$ cat config.mk
export PLATFORM = sky130hd
export DESIGN_NAME = instr_exec
export DESIGN_NICKNAME = d
export VERILOG_FILES = /design/src/common/instr_exec_pkg.sv /design/src/rtl/instr_exec.sv /design/src/rtl/skip_addr_resolve.sv
export SDC_FILE = /design/constraint.sdc
export NUM_CORES = 1
export LEC_CHECK = 0
export BUFFER_PORTS_ARGS = -buffer_cell sky130_fd_sc_hd__buf_2
export CAP_MARGIN = 20
export CELL_PAD_IN_SITES_DETAIL_PLACEMENT = 0
export CELL_PAD_IN_SITES_GLOBAL_PLACEMENT = 1
export CORE_MARGIN = 5
export CORE_UTILIZATION = 40
export DETAILED_ROUTE_END_ITERATION = 16
export GPL_TIMING_DRIVEN = 0
export PLACE_DENSITY = 0.78
export SLEW_MARGIN = 20
export SYNTH_ARGS = -nofsm -noshare
export SYNTH_HDL_FRONTEND = slang
export SYNTH_SLANG_ARGS = --single-unit
$ cat constraint.sdc
create_clock -name mclk_in -period 2.5 [get_ports mclk_in]
set_input_delay 0.125 -clock mclk_in [delete_from_list [all_inputs] [get_ports mclk_in]]
set_output_delay 0.125 -clock mclk_in [all_outputs]
set_load 0.02 [all_outputs]
$ cat src/common/instr_exec_pkg.sv
// shared constants and carriers for the skip-test and table-write execution block
package instr_exec_pkg;
    localparam int          PTR_W        = 21;
    localparam int          HOLD_SEL_W   = 3;
    localparam int          HOLD_COUNT   = 8;
    localparam int          DATA_W       = 8;
    localparam int          FADDR_W      = 8;
    localparam int          BANK_W       = 4;
    localparam int          DADDR_W      = 12;
    localparam logic [7:0]  INDEXED_MAX  = 8'h5F;
    localparam logic [7:0]  ACCESS_SPLIT = 8'h60;
    localparam logic [3:0]  ACCESS_HI    = 4'hF;
    localparam logic [1:0]  SKIP_ONE     = 2'h1;
    localparam logic [1:0]  SKIP_TWO     = 2'h2;

    // pointer update modes as carried in the low two opcode bits
    typedef enum logic [1:0] {
        TW_NOCHG = 2'b00,
        TW_POSTINC = 2'b01,
        TW_POSTDEC = 2'b10,
        TW_PREINC = 2'b11
    } tw_mode_e;

    typedef enum logic [1:0] {
        ADDR_ACCESS = 2'b00,
        ADDR_BANKED = 2'b01,
        ADDR_INDEXED = 2'b10
    } addr_mode_e;

    // skip-test request from decode
    typedef struct packed {
        logic                 valid;
        logic [FADDR_W-1:0]   f;
        logic                 a;
    } skip_req_s;

    // resolved data-memory address
    typedef struct packed {
        logic                 valid;
        addr_mode_e           mode;
        logic [DADDR_W-1:0]   addr;
    } dmem_req_s;

    typedef struct packed {
        logic                 valid;
        tw_mode_e             mode;
    } tw_req_s;
endpackage

$ cat src/rtl/instr_exec.sv
// execution of the skip-if-zero test and the table-write pointer update
`timescale 1ns/10ps
module instr_exec
    import instr_exec_pkg::*;
(
    input  wire logic                 mclk_in,
    input  wire logic                 rstn_in,
    input  wire skip_req_s            skip_req_in,
    input  wire logic                 ext_en_in,
    input  wire logic [BANK_W-1:0]    bank_select_register_in,
    input  wire logic [DADDR_W-1:0]   index_base_in,
    input  wire logic [DATA_W-1:0]    rdata_in,
    input  wire logic                 next_two_word_in,
    input  wire tw_req_s              tw_req_in,
    input  wire logic [DATA_W-1:0]    table_latch_in,
    input  wire logic                 ptr_load_in,
    input  wire logic [PTR_W-1:0]     ptr_load_val_in,
    output dmem_req_s                 dmem_req_out,
    output logic                      busy_out,
    output logic                      flush_out,
    output logic                      skip_done_out,
    output logic [PTR_W-1:0]          table_pointer_out,
    output logic [HOLD_COUNT*DATA_W-1:0] holding_out,
    output logic                      tw_done_out
);
    typedef enum logic [1:0] {
        ST_IDLE = 2'b00,
        ST_TEST = 2'b01,
        ST_SKIP = 2'b10
    } skip_st_e;

    typedef struct packed {
        skip_st_e                         st;
        logic [1:0]                       skip_left;
        dmem_req_s                        dmem;
        logic                             busy;
        logic                             flush;
        logic                             skip_done;
        logic [PTR_W-1:0]                 ptr;
        logic [HOLD_COUNT-1:0][DATA_W-1:0] hold;
        logic                             tw_done;
    } state_s;

    state_s             cur;
    state_s             next_cur;
    addr_mode_e         res_mode;
    logic [DADDR_W-1:0] res_addr;

    // select bits must reach exactly the holding array, and the pointer must carry them
    if (HOLD_COUNT != (1 << HOLD_SEL_W) || PTR_W < HOLD_SEL_W) begin : g_size_chk
        $error("holding array and select width disagree");
    end
    // banked and access addresses are concatenations, so the widths must add up
    if (DADDR_W != BANK_W + FADDR_W) begin : g_addr_chk
        $error("data address width is not bank plus operand width");
    end

    skip_addr_resolve u_resolve (
        .f_in          (skip_req_in.f),
        .a_in          (skip_req_in.a),
        .ext_en_in     (ext_en_in),
        .bank_in       (bank_select_register_in),
        .index_base_in (index_base_in),
        .mode_out      (res_mode),
        .addr_out      (res_addr)
    );

    always_comb begin
        logic [PTR_W-1:0] wptr;
        wptr = cur.ptr;
        next_cur = cur;
        next_cur.skip_done = 1'b0;
        next_cur.tw_done = 1'b0;
        next_cur.flush = 1'b0;
        next_cur.dmem.valid = 1'b0;
        unique case (cur.st)
            ST_IDLE: begin
                if (skip_req_in.valid) begin
                    next_cur.dmem = '{valid: 1'b1, mode: res_mode, addr: res_addr};
                    next_cur.st = ST_TEST;
                    next_cur.busy = 1'b1;
                end
            end
            ST_TEST: begin
                if (rdata_in != '0) begin
                    next_cur.st = ST_IDLE;
                    next_cur.busy = 1'b0;
                    next_cur.skip_done = 1'b1;
                end else begin
                    next_cur.st = ST_SKIP;
                    next_cur.flush = 1'b1;
                    next_cur.skip_left = next_two_word_in ? SKIP_TWO : SKIP_ONE;
                end
            end
            ST_SKIP: begin
                next_cur.flush = 1'b1;
                next_cur.skip_left = cur.skip_left - SKIP_ONE;
                if (cur.skip_left == SKIP_ONE) begin
                    next_cur.st = ST_IDLE;
                    next_cur.busy = 1'b0;
                    next_cur.flush = 1'b0;
                    next_cur.skip_done = 1'b1;
                end
            end
            default: next_cur.st = ST_IDLE;
        endcase
        // no status flag is touched by the skip
        if (ptr_load_in) begin
            next_cur.ptr = ptr_load_val_in;
        end else if (tw_req_in.valid) begin
            unique case (tw_req_in.mode)
                TW_NOCHG:   wptr = cur.ptr;
                TW_POSTINC: begin
                    wptr = cur.ptr;
                    next_cur.ptr = cur.ptr + PTR_W'(1);
                end
                TW_POSTDEC: begin
                    wptr = cur.ptr;
                    next_cur.ptr = cur.ptr - PTR_W'(1);
                end
                TW_PREINC:  begin
                    wptr = cur.ptr + PTR_W'(1);
                    next_cur.ptr = wptr;
                end
            endcase
            // latch is an input only, never written back
            next_cur.hold[wptr[HOLD_SEL_W-1:0]] = table_latch_in;
            next_cur.tw_done = 1'b1;
        end
    end

    always_ff @(posedge mclk_in or negedge rstn_in) begin
        if (!rstn_in) begin
            cur <= '{st: ST_IDLE, dmem: '{valid: 1'b0, mode: ADDR_ACCESS, addr: '0},
                     default: '0};
        end else begin
            cur <= next_cur;
        end
    end

    assign dmem_req_out      = cur.dmem;
    assign busy_out          = cur.busy;
    assign flush_out         = cur.flush;
    assign skip_done_out     = cur.skip_done;
    assign table_pointer_out = cur.ptr;
    assign holding_out       = cur.hold;
    assign tw_done_out       = cur.tw_done;
endmodule // instr_exec

$ cat src/rtl/skip_addr_resolve.sv
// data address resolution for the skip-test operand
`timescale 1ns/10ps
module skip_addr_resolve
    import instr_exec_pkg::*;
(
    input  wire logic [FADDR_W-1:0] f_in,
    input  wire logic               a_in,
    input  wire logic               ext_en_in,
    input  wire logic [BANK_W-1:0]  bank_in,
    input  wire logic [DADDR_W-1:0] index_base_in,
    output addr_mode_e              mode_out,
    output logic [DADDR_W-1:0]      addr_out
);
    always_comb begin
        if (!a_in && ext_en_in && f_in <= INDEXED_MAX) begin
            mode_out = ADDR_INDEXED;
            addr_out = index_base_in + DADDR_W'(f_in);
        end else if (!a_in) begin
            mode_out = ADDR_ACCESS;
            addr_out = (f_in < ACCESS_SPLIT) ? {4'h0, f_in} : {ACCESS_HI, f_in};
        end else begin
            mode_out = ADDR_BANKED;
            addr_out = {bank_in, f_in};
        end
    end
endmodule // skip_addr_resolve

Yosys cells after proc, flatten, opt, wreduce, memory -nomap -nowiden
Index checks and enable logic that the tools add are counted.
- add/subtract/negate cells: 4
- magnitude comparators: 4
- equal/unequal tests: 10
- mux-type cells: 30
- bitwise gates (word level): 1
- reduce and logical (&&, ||, !) cells: 19
- operators by type and width (kind ; number):
    two-way mux 86 bit ; 1
    bitwise mux 64 bit ; 1
    one-hot mux 21 bit (2 select lines) ; 1
    two-way mux 12 bit ; 3
    demux 8 bit (select 3 bit) ; 1
    adder 21 x 1 -> 21 bit (second input constant) ; 1
    two-way mux 21 bit ; 1
    subtractor 21 x 1 -> 21 bit (second input constant) ; 1
    two-way mux 16 bit ; 1
    two-way mux 15 bit ; 1
    adder 12 x 8 -> 12 bit ; 1
    two-way mux 2 bit ; 6
    AND reduction 2 bit ; 5
    two-way mux 3 bit ; 3
    less-or-equal comparator 8 x 7 -> 1 bit (second input constant) ; 1
    less-than comparator 8 x 7 -> 1 bit (second input constant) ; 1
    two-way mux 8 bit ; 1
    != test 2 bit (second input constant) ; 4
    one-hot mux 2 bit (2 select lines) ; 2
    nonzero test 8 bit ; 1
    equality test 2 x 1 -> 1 bit (second input constant) ; 3
    equality test 2 bit (second input constant) ; 3
    one-hot mux 2 bit (3 select lines) ; 1
    one-hot mux 3 bit (2 select lines) ; 1
    other kinds (14) ; 23
- bits in registers: 108
- output and inout bits: 104

Longest topological paths before layout
Gate-level depths: netlist (run 1).
- word-level depth: 12
- mapped depth: 8
- mapped depth without buffers: 8

By module
A second synthesis (run 1) with hierarchy kept.
- cells, all modules: 615
- area total of the unflattened synthesis: 6473.7 µm²
- by module, submodules not included (module ; times used ; cells each ; area an instance (µm²)):
    instr_exec ; 1 ; 523 ; 5841.9
    skip_addr_resolve ; 1 ; 92 ; 631.9

Least setup slack after synthesis (run 1)
No wires, ideal clock.
- kind: flip-flop to flip-flop
- start: reg cur, in the netlist table_pointer_out[0]
- end: reg with a tool-made name
- setup time: 0.128 ns
- arrival: 2.006 ns
- data required time: 2.372 ns
- setup slack: 0.367 ns
- stages on the path, launching flop included: 8
- period minus slack after synthesis: 2.133 ns
- path through: dfrtp_1 buf_2 inv_1 ha_1 mux2_2 or3_1 buf_2 mux2_1
- RTL lines (element ; line ; source):
    start, declared ; instr_exec.sv:44 ; state_s cur;
    start signal, assigned ; instr_exec.sv:134 ; cur <= '{st: ST_IDLE, dmem: '{valid: 1'b0, mode: ADDR_ACCESS, addr: '0},
    start signal, assigned ; instr_exec.sv:137 ; cur <= next_cur;

==> flow_metrics.py, run 1 <==
metrics = {
    "power": {
        "power.density_nw_per_um2": 1020,
        "p_leak_nw": 3.80,
        "ir_worst_vdd_mv": 0.427,
    },
    "logic_synthesis": {
        "yosys_warnings": 0,
        "yosysUniqueCellTypes": 58,
        "synthTopCellsByArea": "dfrtp_1 43%, buf_4 12%, mux2_2 11%",
        "synth_ff_type": "dfrtp_1",
        "avgSynthCellArea_um2": 10.3,
        "synthArstFlopShare": 1.00,
        "ys_ff_latch": 108,
        "yosys.area.top_type_share": 0.428,
        "synthesis.nets": 700,
        "synth_edf_count": 0,
        "synth-seq-area-share": 0.428,
        "synth.largest_area_cell": "dfrtp_1",
        "synth_area_um2": 6320,
        "postSynthCellCount": 613,
    },
    "timing": {
        "layout_min_cycle_time_ps": 2410,
        "rsz0062_at_grt": "yes",
        "timing.final.crit_share": 0.963,
        "max_freq_mhz": 415,
        "drv_slew": 0,
        "setup_viol": 0,
        "slew_headroom": 0.469,
        "tightestPinTransition_ps": 789,
        "hold_viol": 0,
        "fin_skew_ps": 5.51,
        "setup_tns_ps": 0,
    },
    "cts": {
        "htreeDepth": 3,
        "cts_buffers": 9,
        "cts_root_buf": "clkbuf_16",
        "worstSkewPairLatency_ps": 350,
        "clk_pin_slew_ps": 70,
        "clockBufferDepth": 2,
        "cts_tree": "yes",
        "numClockSinks": 108,
    },
    "place": {
        "place.gp.congestion": 0.892,
        "dp_hpwl_um": 12500,
        "portBuffers": 172,
    },
    "routing": {
        "drt-pass1-iter-count": 4,
        "num_vias": 5086,
        "ant_nets": 0,
        "drc": 0,
        "routedWlPerCell_um": 15.8,
        "vias_per_cell": 4.96,
        "drtIter0Drc": 192,
        "finalWirelength_um": 16200,
    },
    "die": {
        "rows": 46,
        "die_w_um": 136,
        "ioPinCount": 175,
        "die_y_um": 136,
        "dieArea_um2": 18400,
        "start_util": 0.402,
        "core_area_um2": 15700,
    },
    "global_routing": {
        "grtUsageMet1": 0.233,
        "grt_max_degree": 77,
        "overflow": 0,
        "grt_util_all_layers": 0.180,
        "grt.met2_usage": 0.308,
        "antenna_found_initial": 0,
        "grt_pass1_wl_um": 26500,
        "grtUsageMet3": 0.0279,
        "top_usage_layer": "met2",
        "grt_pass1_vias": 5267,
    },
    "critical_path": {
        "rr_startpoint": "table_pointer_out[0]",
        "cp-start-kind": "register",
        "crit_required_ps": 2740,
        "r2r_slack_ps": 90,
        "rr_worst_depth": 6,
        "worst_setup_path_end_kind": "register",
        "startpoint": "table_pointer_out[0]",
        "crit_arrival_ps": 2640,
        "cp_max_fo": 8,
        "crit_type": "register to register",
    },
    "final_layout": {
        "area_growth_pct": 24.7,
        "postLayoutCoreUtil": 0.502,
        "layout_common_cells": "176 x buf_2, 108 x dfrtp_1, 102 x buf_4",
        "antenna_cells": 0,
        "nets": 893,
        "final_common_cell": "buf_2",
        "drive_gt1_frac": 0.459,
    },
    "run": {
        "maxCapViolCount": 0,
    },
    "outcome": {
        "status": "finished, final reports clean",
    },
    "hold_path": {
        "hp-class": "primary input to register",
    },
}
[power breakdown]
| part | switching (mW) | internal [mW] | total, mW | leakage (nW) |
|---|---|---|---|---|
| registers | 0.402 | 2.42 | 2.82 | 1.31 |
| logic | 1.90 | 1.87 | 3.78 | 2.35 |
| clock network | 0.665 | 0.812 | 1.48 | 0.150 |
| total | 2.97 | 5.11 | 8.08 | 3.80 |
[synth_stat cells, types with 4 or more instances]
| cell | count |
|---|---|
| a22oi_1 | 5 |
| or3_1 | 4 |
| or4_1 | 6 |
| and3_1 | 7 |
| o21ai_0 | 17 |
| nor2_1 | 27 |
| nor3_1 | 12 |
| nand3_1 | 17 |
| xor2_1 | 8 |
| inv_1 | 10 |
| nand2b_1 | 5 |
| o22ai_1 | 5 |
| mux2_2 | 64 |
| buf_4 | 102 |
| clkbuf_1 | 10 |
| mux2_1 | 8 |
| a31oi_1 | 8 |
| buf_2 | 5 |
| ha_1 | 15 |
| a211oi_1 | 4 |
| nand4_1 | 11 |
| a21oi_1 | 29 |
| a21o_1 | 8 |
| nand2_1 | 39 |
| nor2_2 | 4 |
| xnor2_1 | 11 |
| and2_1 | 6 |
| dfrtp_1 | 108 |
| nor4_1 | 6 |
[metal layers]
metal	part of all wire	vias up
met3	0.047	15
met1	0.44	2455
met5	0	-
met4	0.015	0
met2	0.50	141
li1	-	2475
[stage by stage]
step	setup slack, ps	instance area, µm²	power [mW]	hold WS [ps]	std cells
after CTS	46.8	7880	8.20	1.10	1026
final	92.2	7890	8.08	16.4	1026
after floorplan	367	6320	5.53	-171	613
after global routing	-78.4	7890	8.59	10.6	1026
after global placement	-17.7	7450	6.57	336	1001
after detailed placement	67.5	7490	6.67	47.2	1002
[kinds of logic after synthesis]
family                   count (synthesis)  synth area share
buffers and inverters                  131             0.141
XOR/XNOR                                19            0.0263
AO/OA/AOI/OAI                           98            0.0978
adder cells (fa/ha/maj)                 16            0.0329
multiplexers                            75             0.133
AND/OR/NAND/NOR                        166             0.142
flip-flops                             108             0.428
[repair_timing]
item | 4_1_cts | 5_1_grt
hold buffers | 9 | 0
setup buffers | 0 | 0
gates resized for setup | 0 | 1
hold endpoints to repair | 40 | 0
endpoints found under the setup margin | 0 | 48
[critical path, cell delays in order (launching register included)]
cell and delay (ps):
dfrtp_1 400, buf_2 220, inv_1 60, ha_1 320, mux2i_1 170, nor3_2 700, mux2_2 420
[how the worst min path moves through the flow]
stage / slack, ps / end / startpoint / cells after the start
2_1_floorplan: -170 / asynchronous set/reset pin / rstn_in / 0
3_3_place_gp: 340 / table_pointer_out[15] / ptr_load_val_in[15] / 3
3_5_place_dp: 50 / cur[104] / rstn_in / 1
4_1_cts: 1 / table_pointer_out[9] / ptr_load_val_in[9] / 2
5_1_grt: 10 / table_pointer_out[12] / ptr_load_val_in[12] / 2
6_report: 20 / table_pointer_out[12] / ptr_load_val_in[12] / 2
[cell type report]
cell class              instances  area, µm²
clock buffers                  10        239
plain buffers                 119        843
clock inverters                 5       65.1
repair buffers                182        985
well taps                     216        270
fillers                      1472       7830
inverters                      12       45.0
multi-input cells             374       2740
flip-flops and latches        108       2700
Power figures use the tool's default switching activity.
==> inputs of run 2 (changes only) <==
Settings changed: REMOVE_ABC_BUFFERS from default to 1.
==> run 2 against run 1 <==
Against the previous run:
- highest routed layer unchanged
- die area stayed put
- count of clock-buffer cells in the layout stayed put
- combinational power is 24% lower
- sequential share of layout area is 3.6 points higher
- cell area is 9.5% lower
- setup slack better by 59 ps
- flip-flop and latch count stayed put
==> flow_metrics.py, run 2 (synthesis gave the netlist of run 1 again) <==
metrics = {
    "critical_path": {
        "r2r_slack_ps": 150,
        "crit_arrival_ps": 2570,
        "rr_worst_depth": 5,
        "cp-start-kind": "register",
        "worst_setup_path_end_kind": "register",
        "crit_required_ps": 2730,
        "rr_startpoint": "table_pointer_out[0]",
        "cp_max_fo": 10,
        "crit_type": "register to register",
    },
    "final_layout": {
        "layout_common_cells": "173 x buf_2, 106 x dfrtp_1, 64 x mux2_2",
        "antenna_cells": 0,
        "drive_gt1_frac": 0.391,
        "area_growth_pct": 12.9,
        "final_common_cell": "buf_2",
        "nets": 780,
        "postLayoutCoreUtil": 0.454,
        "final_area_um2": 7130,
    },
    "hold_path": {
        "hold_end": "table_pointer_out[17]",
        "min_from": "ptr_load_val_in[17]",
        "hold_depth": 3,
        "hp-class": "primary input to register",
    },
    "die": {
        "rows": 46,
        "start_util": 0.402,
        "ioPinCount": 175,
        "die_y_um": 136,
        "dieArea_um2": 18400,
        "die_w_um": 136,
        "core_area_um2": 15700,
    },
    "power": {
        "p_sw_mw": 2.89,
        "power.density_nw_per_um2": 1020,
        "p_sw_frac": 0.398,
        "internal_power_mw": 4.37,
        "p_leak_nw": 3.31,
        "share_comb_of_total_power": 0.396,
        "pwr-share-clk": 0.211,
        "seqPwrFrac": 0.393,
        "ir_worst_vdd_mv": 0.581,
    },
    "routing": {
        "drc": 0,
        "routedWlPerCell_um": 17.4,
        "num_vias": 4786,
        "ant_nets": 0,
        "drtIter0Drc": 256,
        "finalWirelength_um": 15900,
        "drt-pass1-iter-count": 4,
        "vias_per_cell": 5.24,
    },
    "cts": {
        "worstSkewPairLatency_ps": 350,
        "clockBufferDepth": 2,
        "cts_tree": "yes",
        "clk_pin_slew_ps": 80,
        "htreeDepth": 3,
        "numClockSinks": 108,
        "cts_buffers": 9,
        "cts_root_buf": "clkbuf_16",
    },
    "place": {
        "placed_cell_area_um2": 6670,
        "place.gp.congestion": 0.844,
        "preCtsSetupSlack_ps": -180,
        "dp_hpwl_um": 12000,
        "portBuffers": 174,
    },
    "timing": {
        "fin_skew_ps": 8.80,
        "holdWs_ps": 21.1,
        "tightestPinTransition_ps": 653,
        "hold_viol": 0,
        "rsz0062_at_grt": "no",
        "setup_tns_ps": 0,
        "max_freq_mhz": 426,
        "layout_min_cycle_time_ps": 2350,
        "drv_slew": 0,
        "fin_ws_ps": 152,
        "slew_headroom": 0.552,
        "timing.final.crit_share": 0.939,
        "setup_viol": 0,
    },
    "global_routing": {
        "antenna_found_initial": 0,
        "grt_max_degree": 69,
        "overflow": 0,
        "grt_pass1_vias": 5097,
        "grt_pass1_wl_um": 25900,
        "grt_util_all_layers": 0.175,
    },
    "run": {
        "maxCapViolCount": 0,
    },
    "outcome": {
        "status": "finished, final reports clean",
    },
}
## run 2: power groups by stage
stage	Combinational (mW)	Clock, mW	Sequential (mW)
after global placement	2.81	0	2.85
after global routing	3.10	1.65	2.94
after CTS	2.91	1.58	2.85
after floorplan	0.921	0	3.65
after detailed placement	2.88	0	2.87
final	2.88	1.54	2.85
## run 2: worst max path at each step
stage / end / from / cells after the start / slack [ps]
detailed placement: dmem_req_out[10] / cur[106] / 8 / -180
floorplan: register / table_pointer_out[0] / 5 / 250
global route: dmem_req_out[8] / cur[106] / 8 / 20
global placement: table_pointer_out[5] / tw_req_in[0] / 5 / -470
finish: register / table_pointer_out[0] / 5 / 150
CTS: register / table_pointer_out[0] / 5 / 20
## run 2: per-stage QoR
step | power (mW) | std cells
2_1_floorplan | 4.57 | 494
3_3_place_gp | 5.66 | 884
3_5_place_dp | 5.75 | 886
4_1_cts | 7.34 | 914
5_1_grt | 7.70 | 914
6_report | 7.26 | 914
## run 2: repair_timing
action | 4_1_cts | 5_1_grt
endpoints found under the setup margin | 3 | 58
setup buffers | 0 | 0
hold buffers | 12 | 0
endpoints found under the hold margin | 51 | 0
gates resized for setup | 1 | 7
cloned | 0 | 0
## run 2: routing by layer
metal,GRT usage,vias up,wire [µm]
met5,0,-,0
met4,0.0689,0,281
met3,0.0483,20,1050
met2,0.294,151,7810
met1,0.215,2376,6790
li1,-,2239,-
## run 2: cell type report
| class | instances | area (µm²) |
|---|---|---|
| tap | 216 | 270 |
| clock buffer | 10 | 239 |
| clock inverter | 6 | 78.8 |
| inverter | 12 | 47.5 |
| timing repair buffer | 188 | 1040 |
| multi-input combinational | 374 | 2760 |
| sequential | 108 | 2710 |
| fill | 1508 | 8580 |
## run 2: worst max-delay path, cell delays in order (launching register included)
cell and delay [ps]:
dfrtp_2 480, inv_1 70, ha_1 340, mux2_2 340
or3_1 580, mux2_1 410
